**src/core/breaker_telemetry_pkg.sv**
```systemverilog
// Constants for the breaker telemetry framer and remote acknowledge block
package breaker_telemetry_pkg;
  // Multiplex frame numbers
  localparam logic [7:0]  MUX_SYS_A_POWER    = 8'h1d;
  localparam logic [7:0]  MUX_SYS_B_POWER    = 8'h1e;
  // Frame payload width: six data bytes, byte 1 first
  localparam int          FRAME_BYTES        = 6;
  // Object address of remote control word one
  localparam logic [15:0] OBJ_CTRL_WORD_ONE  = 16'h21f7;
  localparam logic [15:0] PARAM_CTRL_WORD_ONE = 16'h01f7;
  localparam logic [15:0] CTRL_WORD_RESET    = 16'h0000;
  // Control word bit positions
  localparam int          ACK_BIT            = 4;
  localparam logic [15:0] CTRL_USED_MASK     = 16'h0010;
  // Flag word one low byte masks
  localparam logic [7:0]  F1_PHASE_SHIFT     = 8'h80;
  localparam logic [7:0]  F1_DECOUPLING      = 8'h40;
  localparam logic [7:0]  F1_ASYMMETRY       = 8'h08;
  localparam logic [7:0]  F1_ROTATION        = 8'h04;
  // Flag word two masks
  localparam logic [15:0] F2_FREQ_ROC        = 16'h0080;
  localparam logic [15:0] F2_TIME_VOLTAGE    = 16'h0020;
  localparam logic [15:0] F2_VOLT_INCREASE   = 16'h0008;
  localparam logic [15:0] F2_BREAKER_A_UNLOAD = 16'h0004;
  localparam logic [15:0] F2_RUV_STEP1       = 16'h0002;
  localparam logic [15:0] F2_RUV_STEP2       = 16'h0001;
  typedef enum logic [1:0] {ACK_IDLE, ACK_HORN_OFF} ack_state_t;
endpackage

```
**src/core/breaker_telemetry.sv**
```systemverilog
// Telemetry frame packer and remote acknowledge handler
// Summary of operation
// - Frame 29 low byte carries phase shift, decoupling, asymmetry, rotation mismatch flags.
// - Frame 29 bytes 3 to 6 carry signed system A active power in watts.
// - Frame 30 bytes 1 to 2 carry the second system A flag word.
// - Flag word two holds rate-of-change, time-dependent voltage and voltage increase trips.
// - Flag word two low bits: breaker A unload mismatch, reactive undervoltage steps.
// - Frame 30 bytes 3 to 6 carry signed system B active power in watts.
// - Remote control writes are accepted with no password or access level.
// - Remote control data is volatile and returns to reset after power-up.
// - Control word one is a writable 16-bit object at its object index.
// - Acknowledge bit drives the remote acknowledge command variable.
// - First rising edge silences horn, second rising edge resets alarms.
// - Remote acknowledge variable mirrors the written acknowledge bit one cycle after each write to control word one.
// - Alarm reset clears only alarms no longer active; active ones stay latched.
`timescale 1ns/1ps
`default_nettype none
module breaker_telemetry
  import breaker_telemetry_pkg::*;
#(
  parameter int ALARM_W = 16
)(
  // Clock and reset
  input  wire  logic               mclk,
  input  wire  logic               rst_n,
  // Monitoring inputs, same clock domain
  input  wire  logic [7:0]         sys_a_flags_one_low,
  input  wire  logic [15:0]        sys_a_flags_two,
  input  wire  logic signed [31:0] sys_a_power,
  input  wire  logic signed [31:0] sys_b_power,
  // Frame request
  input  wire  logic               frame_req,
  input  wire  logic [7:0]         frame_mux,
  output logic                     frame_valid,
  output logic [7:0]               frame_mux_out,
  output logic [8*FRAME_BYTES-1:0] frame_data,
  // Object read and write port
  input  wire  logic               obj_wr,
  input  wire  logic [15:0]        obj_index,
  input  wire  logic [15:0]        obj_wdata,
  input  wire  logic               obj_rd,
  output logic [15:0]              obj_rdata,
  output logic                     obj_ack,
  // Alarm sources and acknowledge outputs
  input  wire  logic [ALARM_W-1:0] alarm_active,
  output logic [ALARM_W-1:0]       alarm_latched,
  output logic                     remote_ack_var,
  output logic                     horn_on
);

  // Alarm width must fit the latch logic
  generate
    if (ALARM_W < 1 || ALARM_W > 64)
    begin : g_bad_alarm_w
      $error("ALARM_W out of range");
    end
  endgenerate

  // Control word and acknowledge state
  logic [15:0]              ctrl_word_q;
  logic [15:0]              ctrl_word_d;
  ack_state_t               ack_state_q;
  ack_state_t               ack_state_d;
  // Object port decode
  logic                     obj_hit;
  logic                     obj_wr_hit;
  logic                     obj_rd_hit;
  // Acknowledge events
  logic                     ack_held;
  logic                     ack_edge;
  logic                     horn_silence;
  logic                     alarm_clear;
  logic                     alarm_new;
  // Frame assembly
  logic                     frame_a_sel;
  logic                     frame_b_sel;
  logic                     frame_take;
  logic [7:0]               flags_one_filt;
  logic [15:0]              flags_two_filt;
  logic [8*FRAME_BYTES-1:0] frame_a_payload;
  logic [8*FRAME_BYTES-1:0] frame_b_payload;
  logic [8*FRAME_BYTES-1:0] frame_next;

  // Keep documented bits only, internal bits go out as zero
  assign flags_one_filt = sys_a_flags_one_low &
                          (F1_PHASE_SHIFT | F1_DECOUPLING | F1_ASYMMETRY | F1_ROTATION);
  assign flags_two_filt = sys_a_flags_two &
                          (F2_FREQ_ROC | F2_TIME_VOLTAGE | F2_VOLT_INCREASE
                           | F2_BREAKER_A_UNLOAD | F2_RUV_STEP1 | F2_RUV_STEP2);

  // Frame request decode, other mux numbers are ignored
  assign frame_a_sel = frame_req && (frame_mux == MUX_SYS_A_POWER);
  assign frame_b_sel = frame_req && (frame_mux == MUX_SYS_B_POWER);
  assign frame_take  = frame_a_sel || frame_b_sel;

  // Frame 29 payload, byte 1 in the low lane
  always_comb
  begin
    frame_a_payload        = '0;
    frame_a_payload[7:0]   = flags_one_filt;
    frame_a_payload[15:8]  = 8'h00;
    frame_a_payload[47:16] = sys_a_power;
  end

  // Frame 30 payload, flag word low byte first
  always_comb
  begin
    frame_b_payload        = '0;
    frame_b_payload[7:0]   = flags_two_filt[7:0];
    frame_b_payload[15:8]  = flags_two_filt[15:8];
    frame_b_payload[47:16] = sys_b_power;
  end

  // Payload select
  always_comb
  begin
    if (frame_b_sel)
    begin
      frame_next = frame_b_payload;
    end
    else
    begin
      frame_next = frame_a_payload;
    end
  end

  // Frame strobe, one cycle per accepted request
  always_ff @(posedge mclk)
  begin
    if (!rst_n)
    begin
      frame_valid <= 1'b0;
    end
    else
    begin
      frame_valid <= frame_take;
    end
  end

  // Mux number of the last frame, held until the next one
  always_ff @(posedge mclk)
  begin
    if (!rst_n)
    begin
      frame_mux_out <= 8'h00;
    end
    else if (frame_take)
    begin
      frame_mux_out <= frame_mux;
    end
  end

  // Frame payload, held until the next frame
  always_ff @(posedge mclk)
  begin
    if (!rst_n)
    begin
      frame_data <= '0;
    end
    else if (frame_take)
    begin
      frame_data <= frame_next;
    end
  end

  // Object decode; the parameter number is an alias of the index
  assign obj_hit    = (obj_index == OBJ_CTRL_WORD_ONE) || (obj_index == PARAM_CTRL_WORD_ONE);
  assign obj_wr_hit = obj_wr && obj_hit;
  assign obj_rd_hit = obj_rd && obj_hit;

  // Unused bits are dropped so they can never act
  assign ctrl_word_d = obj_wdata & CTRL_USED_MASK;

  // Acknowledge bit as last written, reference for edge detection
  assign ack_held = ctrl_word_q[ACK_BIT];

  // Rising edge: written one over held zero
  assign ack_edge = obj_wr_hit && obj_wdata[ACK_BIT] && !ack_held;

  // Acknowledge events
  always_comb
  begin
    horn_silence = ack_edge && (ack_state_q == ACK_IDLE);
    alarm_clear  = ack_edge && (ack_state_q == ACK_HORN_OFF);
    alarm_new    = |(alarm_active & ~alarm_latched);
  end

  // Control word, volatile, no access check
  always_ff @(posedge mclk)
  begin
    if (!rst_n)
    begin
      ctrl_word_q <= CTRL_WORD_RESET;
    end
    else if (obj_wr_hit)
    begin
      ctrl_word_q <= ctrl_word_d;
    end
  end

  // Object acknowledge, one cycle after a hit
  always_ff @(posedge mclk)
  begin
    if (!rst_n)
    begin
      obj_ack <= 1'b0;
    end
    else
    begin
      obj_ack <= obj_wr_hit || obj_rd_hit;
    end
  end

  // Read data, held until the next read
  always_ff @(posedge mclk)
  begin
    if (!rst_n)
    begin
      obj_rdata <= 16'h0000;
    end
    else if (obj_rd_hit)
    begin
      obj_rdata <= ctrl_word_q;
    end
  end

  // Command variable mirror, one cycle after the write
  always_ff @(posedge mclk)
  begin
    if (!rst_n)
    begin
      remote_ack_var <= 1'b0;
    end
    else if (obj_wr_hit)
    begin
      remote_ack_var <= obj_wdata[ACK_BIT];
    end
  end

  // Two-edge acknowledge sequence
  always_comb
  begin
    ack_state_d = ack_state_q;
    if (ack_edge)
    begin
      case (ack_state_q)
        ACK_IDLE:
        begin
          ack_state_d = ACK_HORN_OFF;
        end
        ACK_HORN_OFF:
        begin
          ack_state_d = ACK_IDLE;
        end
        default:
        begin
          ack_state_d = ACK_IDLE;
        end
      endcase
    end
  end

  // State register
  always_ff @(posedge mclk)
  begin
    if (!rst_n)
    begin
      ack_state_q <= ACK_IDLE;
    end
    else
    begin
      ack_state_q <= ack_state_d;
    end
  end

  // One latch per alarm; a new alarm wins over a clear
  for (genvar i = 0; i < ALARM_W; i++)
  begin : g_alarm
    always_ff @(posedge mclk)
    begin
      if (!rst_n)
      begin
        alarm_latched[i] <= 1'b0;
      end
      else if (alarm_active[i])
      begin
        alarm_latched[i] <= 1'b1;
      end
      else if (alarm_clear)
      begin
        alarm_latched[i] <= 1'b0;
      end
    end
  end

  // Horn sounds for any unlatched alarm; silencing loses to a new alarm
  always_ff @(posedge mclk)
  begin
    if (!rst_n)
    begin
      horn_on <= 1'b0;
    end
    else if (alarm_new)
    begin
      horn_on <= 1'b1;
    end
    else if (horn_silence)
    begin
      horn_on <= 1'b0;
    end
  end

endmodule // breaker_telemetry
`default_nettype wire

```
**config.mk**
```make
export PLATFORM = sky130hd
export DESIGN_NAME = breaker_telemetry
export DESIGN_NICKNAME = d
export VERILOG_FILES = /design/src/core/breaker_telemetry_pkg.sv /design/src/core/breaker_telemetry.sv
export SDC_FILE = /design/constraint.sdc
export NUM_CORES = 1
export LEC_CHECK = 0
export BUFFER_PORTS_ARGS = -buffer_cell sky130_fd_sc_hd__buf_2
export CAP_MARGIN = 20
export CORE_MARGIN = 2
export CORE_UTILIZATION = 35
export DETAILED_ROUTE_END_ITERATION = 16
export PLACE_DENSITY_LB_ADDON = 0.3
export SLEW_MARGIN = 15
export SYNTH_ARGS = -nofsm -noshare
export SYNTH_HDL_FRONTEND = slang
export SYNTH_SLANG_ARGS = --single-unit
```
**constraint.sdc**
```tcl
create_clock -name mclk -period 4.74 [get_ports mclk]
set_input_delay 0.711 -clock mclk [delete_from_list [all_inputs] [get_ports mclk]]
set_output_delay 0.711 -clock mclk [all_outputs]
set_load 0.03 [all_outputs]
```
==> impl_results.md <==
* Placed Cells at 637
* Iteration-0 DRC Markers at 75
* Global-route wire length before repair at 14.41 mm
* Die Wd at 99.31 um
* Crit Path Category: input pin to register
* Setup TNS at 0 ns
* Final Net Count at 690
* Worst path required time at 5.00 ns
* Largest net degree at the start of global routing at 56
* Initial antenna violation count at 0
* Fin. max-slew vios at 0
* Drt total wl at 8.887 mm
* Worst slew margin at 28.39%
* # diodes at 0
* Worst path arrival time at 2.60 ns
* Clock power share at 43.1%
* Max IR drop VDD at 0.1680 mV
* Max_cap viols at 0
* P_sw at 0.3203 mW
* CP max stage cell: nor3_4
* ANT nets after route at 0
* CTS tree: yes
* Netlist cell types at 44
* CP max FO at 15
* Final Cycle Share at 49.30%
* CTS buffer count at 9
* GRT Resource Usage Total at 17.78%
* Max Clock Skew at 0.002833 ns
* Area Overhead vs Synth at 34.67%
* Async SR Flop Fraction at 0%
* Largest family of logic cells by synthesized area: compound AO/OA/AOI/OAI gates
* Clk pin slew, worst setup/hold paths at 0.07 ns
* Status: finished clean
* Hold Path Class: register to register
* Die Span Y at 99.31 um
* Leakage at 2.281 nW
* Slew of the pin with the lowest slew margin at 1.068 ns
* Overflow left after global routing at 0
* TritonRoute pass-1 iters at 4
* CTS root buf: clkbuf_8
* Number of synthesized flops with an enable pin at 0
* Element type at the critical path start: input pin
* Final setup fails at 0
* Leading area contributor after synthesis: dfxtp_1
* Unrepaired setup endpoints after global routing: no
* # Post-CTS Setup Buffers at 0
* Seq pwr share at 44.8%
* Post-synthesis sequential area ratio at 43.45%
* Synth Area in Simple Gates at 16.17%
* Worst-Skew Late Latency at 0.33 ns
* Yosys top cell area share at 43.45%
* WL/cell at 13.59 um
* Ports at 241
* Fmax at 0.4280 GHz
* Sw frac at 23.99%
* Kind of cell adding the most delay to the critical path: simple AND/OR/NAND/NOR gates
* Crit. End Element: register
* Worst path bufs/invs at 2
* Synthesized-area fraction occupied by adder cells at 0%
* Int Power at 1.015 mW
* Final core utilization at 48.86%
* Seq. cell area at 1381 um2
* Mux cell area share after synthesis at 0.6297%
* Row cnt at 34
* Area of the multi-input gates at 1500 um2
* Pwr/cell area at 311.9 nW/um2
* Die footprint at 9862 um2
* Synth Area in XOR/XNOR at 0.2755%
* Fillers at 884
* Initial Util at 36.28%
* Post-route insts no fill at 654
* Layout cell share with drive strength beyond 1 at 42.12%
* DRC Markers at 0
* Vias in the first global route at 3,159
* TritonCTS Sinks at 69
* Vias per inst at 5.028
* Min Clock Period, post-route at 2.337 ns
* Critical-path cell list: buf_2 -> or4b_4 -> nor3_4 -> buf_6 -> a21oi_1 -> a21oi_2
* Port-buffer cells at 186
* Ys Warns at 0
* Worst path max stage delay at 0.63 ns
* Hold buffers post-CTS at 0
* Combinational power share at 12.1%
* Synthesized cell area at 3179 um2
* H-Tree Depth at 3
* FF-to-FF setup slack at 3.16 ns
* DP HPWL at 6.534 mm
* Largest cells by area after synthesis: dfxtp_1, o21ai_0, a31oi_1
* CTS max path bufs at 2
* Avg Cell Area, Syn at 8.710 um2
* Final Wtd Congestion at 0.8128
* Core area at 8763 um2
* Total number of vias at 3,288
* Post-CTS Resized at 0
* Synth Flop Type: dfxtp_1
* Total power at 1.335 mW
* Seq cells post-synth at 69
* Final Hold Fails at 0
* Compound-gate portion of the synthesized area at 27.27%
* Cells after synthesis at 365
cell type report:
cell class                 count  area share (%)
multi-input combinational    254           35.04
clock buffer                  12           3.390
timing repair buffer         189           22.36
tap                          108           3.156
sequential                    69           32.26
inverter                      18           1.578
clock inverter                 4           2.221
worst register-to-register path: stages (launching register included):
cell,delay (ns)
dfxtp_1,0.34
nor3_2,0.88
a31oi_1,0.20
kinds of logic (layout without fill, tap and decap cells):
family                 after synthesis  after routing
buffers and inverters               65            223
AO/OA/AOI/OAI                      137            137
XOR/XNOR                             1              1
multiplexers                         2              2
AND/OR/NAND/NOR                     90             90
flip-flops                          69             69
other                                1             24
stage by stage:
stage | worst slack [ns] | cell area [um2] | hold slack (ns)
after global routing | 2.237 | 4282 | 0.4607
final | 2.403 | 4282 | 0.4474
after global placement | 1.907 | 4030 | 0.4310
after CTS | 2.205 | 4270 | 0.4492
after detailed placement | 1.834 | 4030 | 0.4332
after floorplan | 2.473 | 3266 | 0.5851
power groups by stage:
stage	clock (mW)	combinational (mW)	sequential [mW]
finish	0.575	0.162	0.599
global route	0.623	0.178	0.600
CTS	0.599	0.162	0.598
detailed placement	0	0.162	0.612
global placement	0	0.159	0.611
floorplan	0	0.0832	0.634
cells in the mapped netlist, types with 2 or more instances:
cell	instances
a21o_1	10
a21oi_1	17
a21oi_2	10
a22o_1	10
a22oi_1	3
a31oi_1	31
and3_1	5
and4b_1	2
buf_4	24
buf_6	5
clkbuf_1	15
dfxtp_1	69
inv_1	18
mux2i_1	2
nand2_1	34
nand2_2	10
nand2b_1	9
nor2_1	14
nor3_1	3
nor4_4	2
o2111ai_1	2
o21ai_0	43
o22ai_1	4
o311ai_0	3
flip-flops by register name (all words and copies together), names as in the netlist:
signal / cells
ack_state_q: 1
frame_data: 39
frame_valid: 1
obj_rdata: 1
remote_ack_var: 1
alarm_latched: 16
obj_ack: 1
horn_on: 1
frame_mux_out: 8
final timing paths:
kind         cells past startpoint                end      startpoint
max                              6     frame_data[22]    frame_mux[5]
min                              1     frame_data[47]  frame_data[47]
max reg2reg                      2  alarm_latched[13]  remote_ack_var
min reg2reg                      1     frame_data[47]  frame_data[47]
cells in the final DEF (no fill, tap or decap), drive strengths merged:
cell / netlist / final
a31oi: 31 / 31
nand2b: 9 / 9
or4b: 1 / 1
and2: 1 / 1
clkbuf: 16 / 12
and4: 1 / 1
o41ai: 1 / 1
nor4bb: 1 / 1
buf: 31 / 189
a21oi: 27 / 27
mux2i: 2 / 2
o21ai: 44 / 44
bufinv: 0 / 3
o311ai: 3 / 3
nor3: 5 / 5
nor4b: 1 / 1
and3: 5 / 5
xor2: 1 / 1
nand3: 2 / 2
conb: 1 / 24
dfxtp: 69 / 69
o22ai: 4 / 4
nand4: 1 / 1
inv: 18 / 18
and4b: 2 / 2
nand2: 44 / 44
clkinv: 0 / 1
nor2: 14 / 14
a22o: 10 / 10
or3: 1 / 1
a22oi: 3 / 3
a21o: 10 / 10
o2111ai: 2 / 2
a41o: 1 / 1
nor4: 2 / 2
o31ai: 1 / 1
per-layer routing:
layer  vias up  global-route usage, %  wire [um]
li1       1600                      -          -
met3        14                  6.817        791
met4         0                  5.163        136
met1      1527                  20.63       3569
met5         -                      0          0
met2       147                  30.51       4390
No activity file was read; power rests on OpenSTA's default activity.
